===== config.mk =====
export PLATFORM = sky130hd
export DESIGN_NAME = gcd_top
export DESIGN_NICKNAME = d
export VERILOG_FILES = /design/src/pkg/gcd_pkg.sv /design/src/rtl/gcd_top.sv
export VERILOG_INCLUDE_DIRS = /design/src /design/src/pkg
export SDC_FILE = /design/constraint.sdc
export NUM_CORES = 1
export LEC_CHECK = 0
export ABC_AREA = 1
export BUFFER_PORTS_ARGS = -buffer_cell sky130_fd_sc_hd__buf_2
export CORE_AREA = 5 5 207 209
export CTS_CLUSTER_DIAMETER = 100
export DETAILED_ROUTE_END_ITERATION = 10
export DIE_AREA = 0 0 212 214
export GPL_ROUTABILITY_DRIVEN = 0
export GPL_TIMING_DRIVEN = 0
export PLACE_DENSITY = 0.77
export SETUP_SLACK_MARGIN = 0.1
export SYNTH_ARGS = -nofsm -noshare
export SYNTH_HDL_FRONTEND = slang
export SYNTH_SLANG_ARGS = --single-unit
export TNS_END_PERCENT = 30

===== constraint.sdc =====
create_clock -name mclk -period 3.1 [get_ports mclk]
set_input_delay 0.465 -clock mclk [delete_from_list [all_inputs] [get_ports mclk]]
set_output_delay 0.465 -clock mclk [all_outputs]
set_load 0.02 [all_outputs]

===== src/pkg/gcd_params.svh =====
// Register offsets, command codes, reset values and timing for the command dispatcher
// Assumes inclusion by its bare name from the package and the design
`ifndef GCD_PARAMS_SVH
`define GCD_PARAMS_SVH
// Byte addresses on the register bus
`define GCD_ADDR_CMD 8'h00
`define GCD_ADDR_WDL 8'h04
`define GCD_ADDR_WDH 8'h08
`define GCD_ADDR_RDL 8'h0c
`define GCD_ADDR_RDH 8'h10
`define GCD_ADDR_OUT 8'h14
`define GCD_ADDR_PORT 8'h18
`define GCD_ADDR_STAT 8'h1c
// Command code groups
`define GCD_CMD_WR_FIRST 8'hc0
`define GCD_CMD_WR_LAST 8'hc8
`define GCD_CMD_RD_FIRST 8'hd0
`define GCD_CMD_RD_LAST 8'hd8
`define GCD_CMD_RD_VIEW 8'hd9
`define GCD_CMD_RD_TIMER 8'hda
`define GCD_CMD_TMR_SINGLE 8'he0
`define GCD_CMD_TMR_CONT 8'he1
`define GCD_CMD_TMR_STOP 8'he2
`define GCD_CMD_TMR_CSTOP 8'he3
`define GCD_CMD_TRANS_CLR 8'he4
`define GCD_CMD_VIEW_FIRST 8'he5
`define GCD_CMD_VIEW_LAST 8'he9
`define GCD_CMD_LATCH 8'hea
`define GCD_CMD_OUTSET 8'heb
`define GCD_RD_OFFSET 8'h10
// Reset values
`define GCD_RST_DIRPOL 16'h0000
`define GCD_RST_VIEW 8'he6
// Busy time after a command, in device clocks
`define GCD_BUSY_CYCLES 2
`endif


===== src/pkg/gcd_pkg.sv =====
// Types for the command dispatcher
// Assumes the params header is on the include path
package gcd_pkg;
`include "gcd_params.svh"
    typedef enum logic [1:0] {GCD_IDLE, GCD_BUSY} gcd_state_t;
    typedef enum logic [1:0] {GCD_TMR_OFF, GCD_TMR_ONE, GCD_TMR_RUN, GCD_TMR_END} gcd_tmr_t;
    typedef struct packed {
        logic [7:0] awaddr;
        logic awvalid;
        logic [31:0] wdata;
        logic [3:0] wstrb;
        logic wvalid;
        logic bready;
        logic [7:0] araddr;
        logic arvalid;
        logic rready;
    } gcd_axi_req_t;
    typedef struct packed {
        logic awready;
        logic wready;
        logic bvalid;
        logic [1:0] bresp;
        logic arready;
        logic rvalid;
        logic [31:0] rdata;
        logic [1:0] rresp;
    } gcd_axi_rsp_t;
    typedef struct packed {
        gcd_state_t state;
        logic [1:0] busy_cnt;
        logic [7:0] cmd;
        logic [7:0] wdl;
        logic [7:0] wdh;
        logic [7:0] rdl;
        logic [7:0] rdh;
        logic [8:0][15:0] setting;
        logic [7:0] view;
        logic [31:0] out_val;
        logic [31:0] out_live;
        logic [31:0] latch;
        logic [31:0] trans;
        logic [31:0] in_prev;
        gcd_tmr_t tmr;
        logic [15:0] tmr_cnt;
        logic [31:0] in_s1;
        logic [31:0] in_s2;
        logic aw_got;
        logic w_got;
        logic [7:0] aw_addr;
        logic [31:0] w_data;
        logic [3:0] w_strb;
        gcd_axi_rsp_t rsp;
        logic [31:0] pin_out;
        logic [31:0] pin_oe_n;
    } gcd_state_s_t;
endpackage


===== src/rtl/gcd_top.sv =====
// Command dispatcher of a 32-bit GPIO device, with an AXI4-Lite register slave
// Assumes one 100 MHz clock mclk, synchronous active-high rst, pins from outside the clock
//
// Summary of operation
// RL1 - Host loads low then high data byte before writing the command code.
// RL2 - One-byte writes use only the low byte; high byte need not be zero.
// RL3 - Readback code puts low result byte in low, high byte in high register.
// RL4 - One-byte readback puts byte in low register, high register forced zero.
// RL5 - Action commands take no data and run as soon as written.
// RL6 - Codes C0 to C8 are two-byte configuration writes.
// RL7 - Codes D0 to D8 read back the setting of the code 10h lower.
// RL8 - Code D9 reads back the selected port read view as one byte.
// RL9 - Code DA reads back the running timer count as two bytes.
// RL10 - E0 single run, E1 continuous, E2 stop, E3 stop at cycle end.
// RL11 - E4 clears all stored input transition information.
// RL12 - E5 to E9 select the port read view.
// RL13 - EA latches all inputs at once, EB updates all outputs at once.
// RL14 - Host waits over two device clocks after a command write.
// RL15 - Every stored setting reads back unchanged.
// RL16 - Low direction byte bits map nibbles in port order; 1 means output.
// RL17 - Polarity 0 reads high pin as 1, polarity 1 reads low pin as 1.
// RL18 - Polarity has no effect on output nibbles.
// RL19 - Reset makes all nibbles inputs with non-inverted polarity.
// RL20 - Output values drive only output nibbles; input nibbles stay undriven.
// RL21 - Selected port read view stays until another view command.
// RL22 - Polarity bits sit in the high byte, same nibble order.
// RL23 - Undefined command codes change nothing.
//
// Design decisions made here: the AXI4-Lite slave port and the placing of the registers.
`timescale 1ns/10ps
`include "gcd_params.svh"
module gcd_top
    import gcd_pkg::*;
(
    // Clock and reset
    input wire logic mclk,
    input wire logic rst,
    // Register bus
    input wire gcd_axi_req_t axi_req,
    output gcd_axi_rsp_t axi_rsp,
    // Port pins
    input wire logic [31:0] pin_in,
    output logic [31:0] pin_out,
    output logic [31:0] pin_oe_n,
    // Command status
    output logic cmd_busy
);

////////////////////////////////////////////////////////////////////////////////
// Helpers

function automatic logic [31:0] nib_mask(input logic [7:0] bits);
    logic [31:0] m;
    m = 32'h0;
    for (int i = 0; i < 8; i++) begin
        m[i*4 +: 4] = {4{bits[i]}};
    end
    return m;
endfunction

function automatic logic [7:0] merge(input logic [7:0] old, input logic [7:0] nw,
                                     input logic en);
    return en ? nw : old;
endfunction

////////////////////////////////////////////////////////////////////////////////
// State

gcd_state_s_t s_reg;
gcd_state_s_t s_next;
logic [31:0] dir_mask;
logic [31:0] pol_mask;
logic [31:0] in_logic;
logic [31:0] view_data;

assign dir_mask = nib_mask(s_reg.setting[0][7:0]); // RL16
assign pol_mask = nib_mask(s_reg.setting[0][15:8]) & ~dir_mask; // RL22 RL18
assign in_logic = s_reg.in_s2 ^ pol_mask; // RL17

always_comb begin
    case (s_reg.view)
        8'he5: view_data = (in_logic & ~dir_mask) | (s_reg.out_live & dir_mask);
        8'he7: view_data = s_reg.latch;
        8'he8: view_data = s_reg.out_live;
        8'he9: view_data = s_reg.trans;
        default: view_data = in_logic;
    endcase
end

////////////////////////////////////////////////////////////////////////////////
// Next state

always_comb begin
    logic [7:0] c;
    logic wr_fire;
    logic rd_fire;
    logic [31:0] rdat;
    logic [1:0] rresp;
    logic [31:0] wd;
    c = 8'h0;
    wr_fire = 1'b0;
    rd_fire = 1'b0;
    rdat = 32'h0;
    rresp = 2'b00;
    wd = 32'h0;
    s_next = s_reg;
    s_next.in_s1 = pin_in;
    s_next.in_s2 = s_reg.in_s1;
    s_next.in_prev = in_logic;
    // Transition trapping in both directions
    s_next.trans = s_reg.trans | (in_logic ^ s_reg.in_prev);

    // Write channel handshakes
    if (axi_req.awvalid && s_reg.rsp.awready) begin
        s_next.aw_got = 1'b1;
        s_next.aw_addr = axi_req.awaddr;
        s_next.rsp.awready = 1'b0;
    end
    if (axi_req.wvalid && s_reg.rsp.wready) begin
        s_next.w_got = 1'b1;
        s_next.w_data = axi_req.wdata;
        s_next.w_strb = axi_req.wstrb;
        s_next.rsp.wready = 1'b0;
    end
    if (s_reg.aw_got && s_reg.w_got && !s_reg.rsp.bvalid) begin
        wr_fire = 1'b1;
        s_next.rsp.bvalid = 1'b1;
        s_next.rsp.bresp = 2'b00;
        s_next.aw_got = 1'b0;
        s_next.w_got = 1'b0;
    end
    if (s_reg.rsp.bvalid && axi_req.bready) begin
        s_next.rsp.bvalid = 1'b0;
        s_next.rsp.awready = 1'b1;
        s_next.rsp.wready = 1'b1;
    end
    wd = s_reg.w_data;
    if (wr_fire && s_reg.w_strb[0]) begin
        case (s_reg.aw_addr)
            `GCD_ADDR_WDL: s_next.wdl = wd[7:0]; // RL1 RL2
            `GCD_ADDR_WDH: s_next.wdh = wd[7:0]; // RL1
            `GCD_ADDR_OUT: s_next.out_val = wd;
            `GCD_ADDR_CMD: begin
                c = wd[7:0];
                s_next.state = GCD_BUSY; // RL14
                s_next.busy_cnt = 2'(`GCD_BUSY_CYCLES);
            end
            default: s_next.rsp.bresp = 2'b10;
        endcase
    end else if (wr_fire) begin
        if (s_reg.aw_addr == `GCD_ADDR_OUT) begin
            for (int b = 1; b < 4; b++) begin
                s_next.out_val[b*8 +: 8] = merge(s_reg.out_val[b*8 +: 8], wd[b*8 +: 8],
                                                 s_reg.w_strb[b]);
            end
        end
    end
    if (wr_fire && s_reg.aw_addr == `GCD_ADDR_OUT && s_reg.w_strb[0]) begin
        for (int b = 1; b < 4; b++) begin
            s_next.out_val[b*8 +: 8] = merge(s_reg.out_val[b*8 +: 8], wd[b*8 +: 8],
                                             s_reg.w_strb[b]);
        end
    end

    // Command decode
    if (wr_fire && s_reg.aw_addr == `GCD_ADDR_CMD && s_reg.w_strb[0]) begin
        s_next.cmd = c;
        if (c >= `GCD_CMD_WR_FIRST && c <= `GCD_CMD_WR_LAST) begin
            s_next.setting[4'(c - `GCD_CMD_WR_FIRST)] = {s_reg.wdh, s_reg.wdl}; // RL6 RL15
        end else if (c >= `GCD_CMD_RD_FIRST && c <= `GCD_CMD_RD_LAST) begin
            {s_next.rdh, s_next.rdl} = s_reg.setting[4'(c - `GCD_CMD_RD_FIRST)]; // RL7 RL3
        end else if (c == `GCD_CMD_RD_VIEW) begin
            s_next.rdl = s_reg.view; // RL8
            s_next.rdh = 8'h00; // RL4
        end else if (c == `GCD_CMD_RD_TIMER) begin
            {s_next.rdh, s_next.rdl} = s_reg.tmr_cnt; // RL9 RL3
        end else if (c == `GCD_CMD_TMR_SINGLE) begin
            s_next.tmr = GCD_TMR_ONE; // RL10 RL5
            s_next.tmr_cnt = 16'h0;
        end else if (c == `GCD_CMD_TMR_CONT) begin
            s_next.tmr = GCD_TMR_RUN; // RL10
            s_next.tmr_cnt = 16'h0;
        end else if (c == `GCD_CMD_TMR_STOP) begin
            s_next.tmr = GCD_TMR_OFF; // RL10
        end else if (c == `GCD_CMD_TMR_CSTOP) begin
            if (s_reg.tmr != GCD_TMR_OFF) begin
                s_next.tmr = GCD_TMR_END; // RL10
            end
        end else if (c == `GCD_CMD_TRANS_CLR) begin
            s_next.trans = 32'h0; // RL11
        end else if (c >= `GCD_CMD_VIEW_FIRST && c <= `GCD_CMD_VIEW_LAST) begin
            s_next.view = c; // RL12 RL21
        end else if (c == `GCD_CMD_LATCH) begin
            s_next.latch = in_logic; // RL13
        end else if (c == `GCD_CMD_OUTSET) begin
            s_next.out_live = s_reg.out_val; // RL13
        end
        // Other codes fall through untouched RL23
    end

    // Timer counts device clocks up to the low 15 bits of setting 3
    case (s_reg.tmr)
        GCD_TMR_OFF: ;
        GCD_TMR_ONE, GCD_TMR_RUN, GCD_TMR_END: begin
            if (s_reg.tmr_cnt >= {1'b0, s_reg.setting[3][14:0]}) begin
                s_next.tmr_cnt = 16'h0;
                if (s_reg.tmr != GCD_TMR_RUN) begin
                    s_next.tmr = GCD_TMR_OFF;
                end
            end else begin
                s_next.tmr_cnt = s_reg.tmr_cnt + 16'h1;
            end
        end
        default: s_next.tmr = GCD_TMR_OFF;
    endcase

    // Busy window after a command
    case (s_reg.state)
        GCD_IDLE: ;
        GCD_BUSY: begin
            if (s_reg.busy_cnt <= 2'd1) begin
                s_next.state = GCD_IDLE;
            end
            s_next.busy_cnt = s_reg.busy_cnt - 2'd1;
        end
        default: s_next.state = GCD_IDLE;
    endcase

    // Read channel
    if (axi_req.arvalid && s_reg.rsp.arready) begin
        rd_fire = 1'b1;
        s_next.rsp.arready = 1'b0;
        s_next.rsp.rvalid = 1'b1;
        case (axi_req.araddr)
            `GCD_ADDR_RDL: rdat = {24'h0, s_reg.rdl};
            `GCD_ADDR_RDH: rdat = {24'h0, s_reg.rdh};
            `GCD_ADDR_OUT: rdat = s_reg.out_val;
            `GCD_ADDR_PORT: rdat = view_data;
            `GCD_ADDR_STAT: rdat = {30'h0, s_reg.tmr != GCD_TMR_OFF, s_reg.state == GCD_BUSY};
            `GCD_ADDR_CMD, `GCD_ADDR_WDL, `GCD_ADDR_WDH: rdat = 32'h0;
            default: rresp = 2'b10;
        endcase
        s_next.rsp.rdata = rdat;
        s_next.rsp.rresp = rresp;
    end
    if (s_reg.rsp.rvalid && axi_req.rready) begin
        s_next.rsp.rvalid = 1'b0;
        s_next.rsp.arready = 1'b1;
    end

    // Pins
    s_next.pin_out = s_reg.out_live & dir_mask; // RL20
    s_next.pin_oe_n = ~dir_mask; // RL20
    // Reading the transition view clears it; events of the same cycle stay
    if (rd_fire && axi_req.araddr == `GCD_ADDR_PORT && s_reg.view == 8'he9) begin
        s_next.trans = in_logic ^ s_reg.in_prev;
    end
end

////////////////////////////////////////////////////////////////////////////////
// Registers

always_ff @(posedge mclk) begin
    if (rst) begin
        s_reg <= '0;
        s_reg.state <= GCD_IDLE;
        s_reg.tmr <= GCD_TMR_OFF;
        s_reg.setting[0] <= `GCD_RST_DIRPOL; // RL19
        s_reg.view <= `GCD_RST_VIEW;
        s_reg.rsp.awready <= 1'b1;
        s_reg.rsp.wready <= 1'b1;
        s_reg.rsp.arready <= 1'b1;
        s_reg.pin_oe_n <= 32'hffffffff; // RL19
    end else begin
        s_reg <= s_next;
    end
end

assign axi_rsp = s_reg.rsp;
assign pin_out = s_reg.pin_out;
assign pin_oe_n = s_reg.pin_oe_n;
assign cmd_busy = (s_reg.state == GCD_BUSY);

endmodule // gcd_top


==> reports/results.tsv <==
stage	metric	value	unit
synthesis	synthCells	3475	
grt	grt_pass1_vias	23800	
worst_hold_path	holdPathStages	3	
worst_setup_path	cp_max_fo	10	
sta	finClkSkew	0.0293	ns
sta	finalSetupViolCount	0	
synthesis	synth_area_leader_cell	dfxtp_1	
placement	io_buffers	194	
clock_tree	cts_buffers	56	
drt	first_pass_iters	7	
synthesis	ys_ff_latch	556	
power	vdd_ir_drop_max	0.434	mV
synthesis	synth_area_leaders	dfxtp_1 (45%), nand2_1 (12%), a21oi_1 (7.7%)	
drt	avgViaCountPerCell	5.90	
worst_hold_path	worstHoldStart	pin_in[23]	
sta	drv_slew	0	
sta	finalCritPeriodShare	0.971	
die	die_w	212	um
grt	grt_usage	0.358	
drt	route.detailed.drc	0	
finish	finish.utilization	0.702	
clock_tree	cts_hold_buf	0	
sta	rsz0062_at_grt	true	
flow_run	cap_violations	0	
die	num_rows	74	
clock_tree	cts_tree	done	
clock_tree	clock-sinks	556	
run_status	status	finished, final reports clean	
die	io_pins	197	
drt	dr_total_vias	25400	
synthesis	synth_seq_area_share	0.447	
synthesis	synth_cell_types	44	
drt	routed_wl	85500	um
drt	drt_first_iter_violations	3480	
synthesis	syn_area	24900	um2
die	die_height	214	um
grt	grt_pass1_wl	130000	um
power	power.density	535	nW/um2
synthesis	ys_top_cells_by_count	nand2_1 (823), dfxtp_1 (556), a21oi_1 (383)	
clock_tree	cts_buffer_depth	3	
clock_tree	cts.clk_slew.worst_paths	0.06	ns
sta	period_minus_slack	3.01	ns
synthesis	yosysTopAreaCellShare	0.447	
die	dieArea	45400	um2
sta	fmax	332	MHz
grt	globalRoute.totalOverflow	0	
worst_setup_path	crit_path_start	axi_rsp[38]	
grt	antenna_found_initial	3	
grt	grt_max_degree	16	
worst_hold_path	hold_path.class	in2reg	
worst_setup_path	required	3.61	ns
sta	slew_headroom	0.247	
placement	hpwlAfterDp	61100	um
sta	timing.setup.tns	0	ns
clock_tree	htree_levels	2	
synthesis	synth-edff-count	0	
synthesis	yosys.cell_count.top_type	nand2_1	
finish	nNetsFinal	3839	
drt	drtAntennaViolNets	0	
worst_setup_path	cp-end-kind	flop	
clock_tree	clock_latency	0.64	ns
clock_tree	ctsRootBufferMaster	clkbuf_16	
synthesis	ys.flop_type	dfxtp_1	
power	p_leak	11.6	nW
worst_setup_path	reg2reg_from	axi_rsp[38]	
finish	drive_gt1_frac	0.127	
worst_setup_path	r2r_cells	12	
synthesis	ys_warn_count	0	
finish	largest_register_ffs	436	
die	core	40600	um2
synthesis	synth-async-reset-ratio	0	
drt	wl_per_cell	19.8	um
worst_setup_path	start_kind	flop	
die	start_util	0.612	
sta	worstMarginPinSlew	1.13	ns
synthesis	syn_area_per_cell	7.16	um2
worst_setup_path	critical_path_arrival	3.52	ns
worst_setup_path	crit_type	reg2reg	
power	power	15.3	mW
sta	final_hold_viol_count	0	
finish	area_delta_synth_final	14.7	%
-- cell type report --
cell class / instances / area (um2)
fill: 3473 / 12100
sequential: 556 / 11100
multi-input combinational: 2323 / 11000
buffer: 335 / 1800
clock buffer: 75 / 1560
timing repair buffer: 197 / 993
inverter: 262 / 985
tap: 532 / 666
clock inverter: 27 / 382
antenna: 1 / 2.50
-- report_power, final --
| group | switching, mW | internal (mW) | leakage (nW) |
|---|---|---|---|
| Clock | 2.98 | 4.21 | 0.956 |
| Sequential | 0.0807 | 7.29 | 4.51 |
| Combinational | 0.496 | 0.218 | 6.13 |
| Total | 3.56 | 11.7 | 11.6 |
-- cell families (layout without fill, tap and decap cells) --
group | after synthesis | count (layout) | share of synthesized area
simple gates | 1564 | 1564 | 0.267
compound gates | 673 | 673 | 0.142
buf+inv | 597 | 896 | 0.112
flops | 556 | 556 | 0.447
xor+xnor | 67 | 67 | 0.0236
fa+ha+maj | 17 | 17 | 0.00855
other cells | 1 | 3 | 0.000151
-- what timing repair did --
action                     CTS  global route
gates resized for setup      3            12
buffers inserted             0             3
gates cloned                 0             0
setup endpoints to repair   57           145
pin swaps                    0             1
-- stage by stage --
| stage | hold WS, ns | cells | area (um2) | worst slack, ns |
|---|---|---|---|---|
| finish | 0.0225 | 4308 | 28500 | 0.0886 |
| global placement | 0.389 | 4202 | 26500 | -0.0420 |
| detailed placement | 0.392 | 4202 | 26500 | -0.117 |
| CTS | 0.0226 | 4304 | 28500 | 0.0254 |
| floorplan | 0.388 | 3476 | 24900 | 0.946 |
| global route | 0.0383 | 4307 | 28500 | 0.00972 |
-- cells in the final DEF (no fill, tap or decap), drive strengths merged, types with 5 or more instances in the layout --
master,n
buf,365
clkbuf,242
o211ai,19
clkinv,21
o22ai,20
dfxtp,556
nor3,8
xnor2,32
a21oi,383
ha,17
o21ai,215
nor2,388
xor2,35
nor4,5
inv,258
a22oi,17
nand4,178
a31oi,8
nand3,153
nand2,827
bufinv,8
-- final timing paths --
path / endpoint / slack [ns]
hold reg to reg: s_reg[160] / 0.40
setup / recovery: s_reg[549] / 0.09
hold / removal: s_next[174] / 0.02
setup reg to reg: s_reg[549] / 0.09
-- layer usage --
metal  routed length, um  up-vias  global-route usage
met4                4780        2               0.172
li1                    -    11800                   -
met2               35800     1738               0.530
met3               12400      377               0.114
met5                  13        -                   0
met1               32500    11500               0.475
-- critical path, stage by stage, from the launching register on --
cell,delay (ns)
dfxtp_1,0.33
inv_2,0.07
nand3_2,0.14
nor2_4,0.27
buf_4,0.22
o211ai_1,0.43
clkbuf_1,0.45
a21oi_1,0.41
nand4_1,0.17
nand3_1,0.13
nand2_1,0.07
nand2_1,0.10
a21oi_1,0.07
Power figures use the tool's default switching activity.
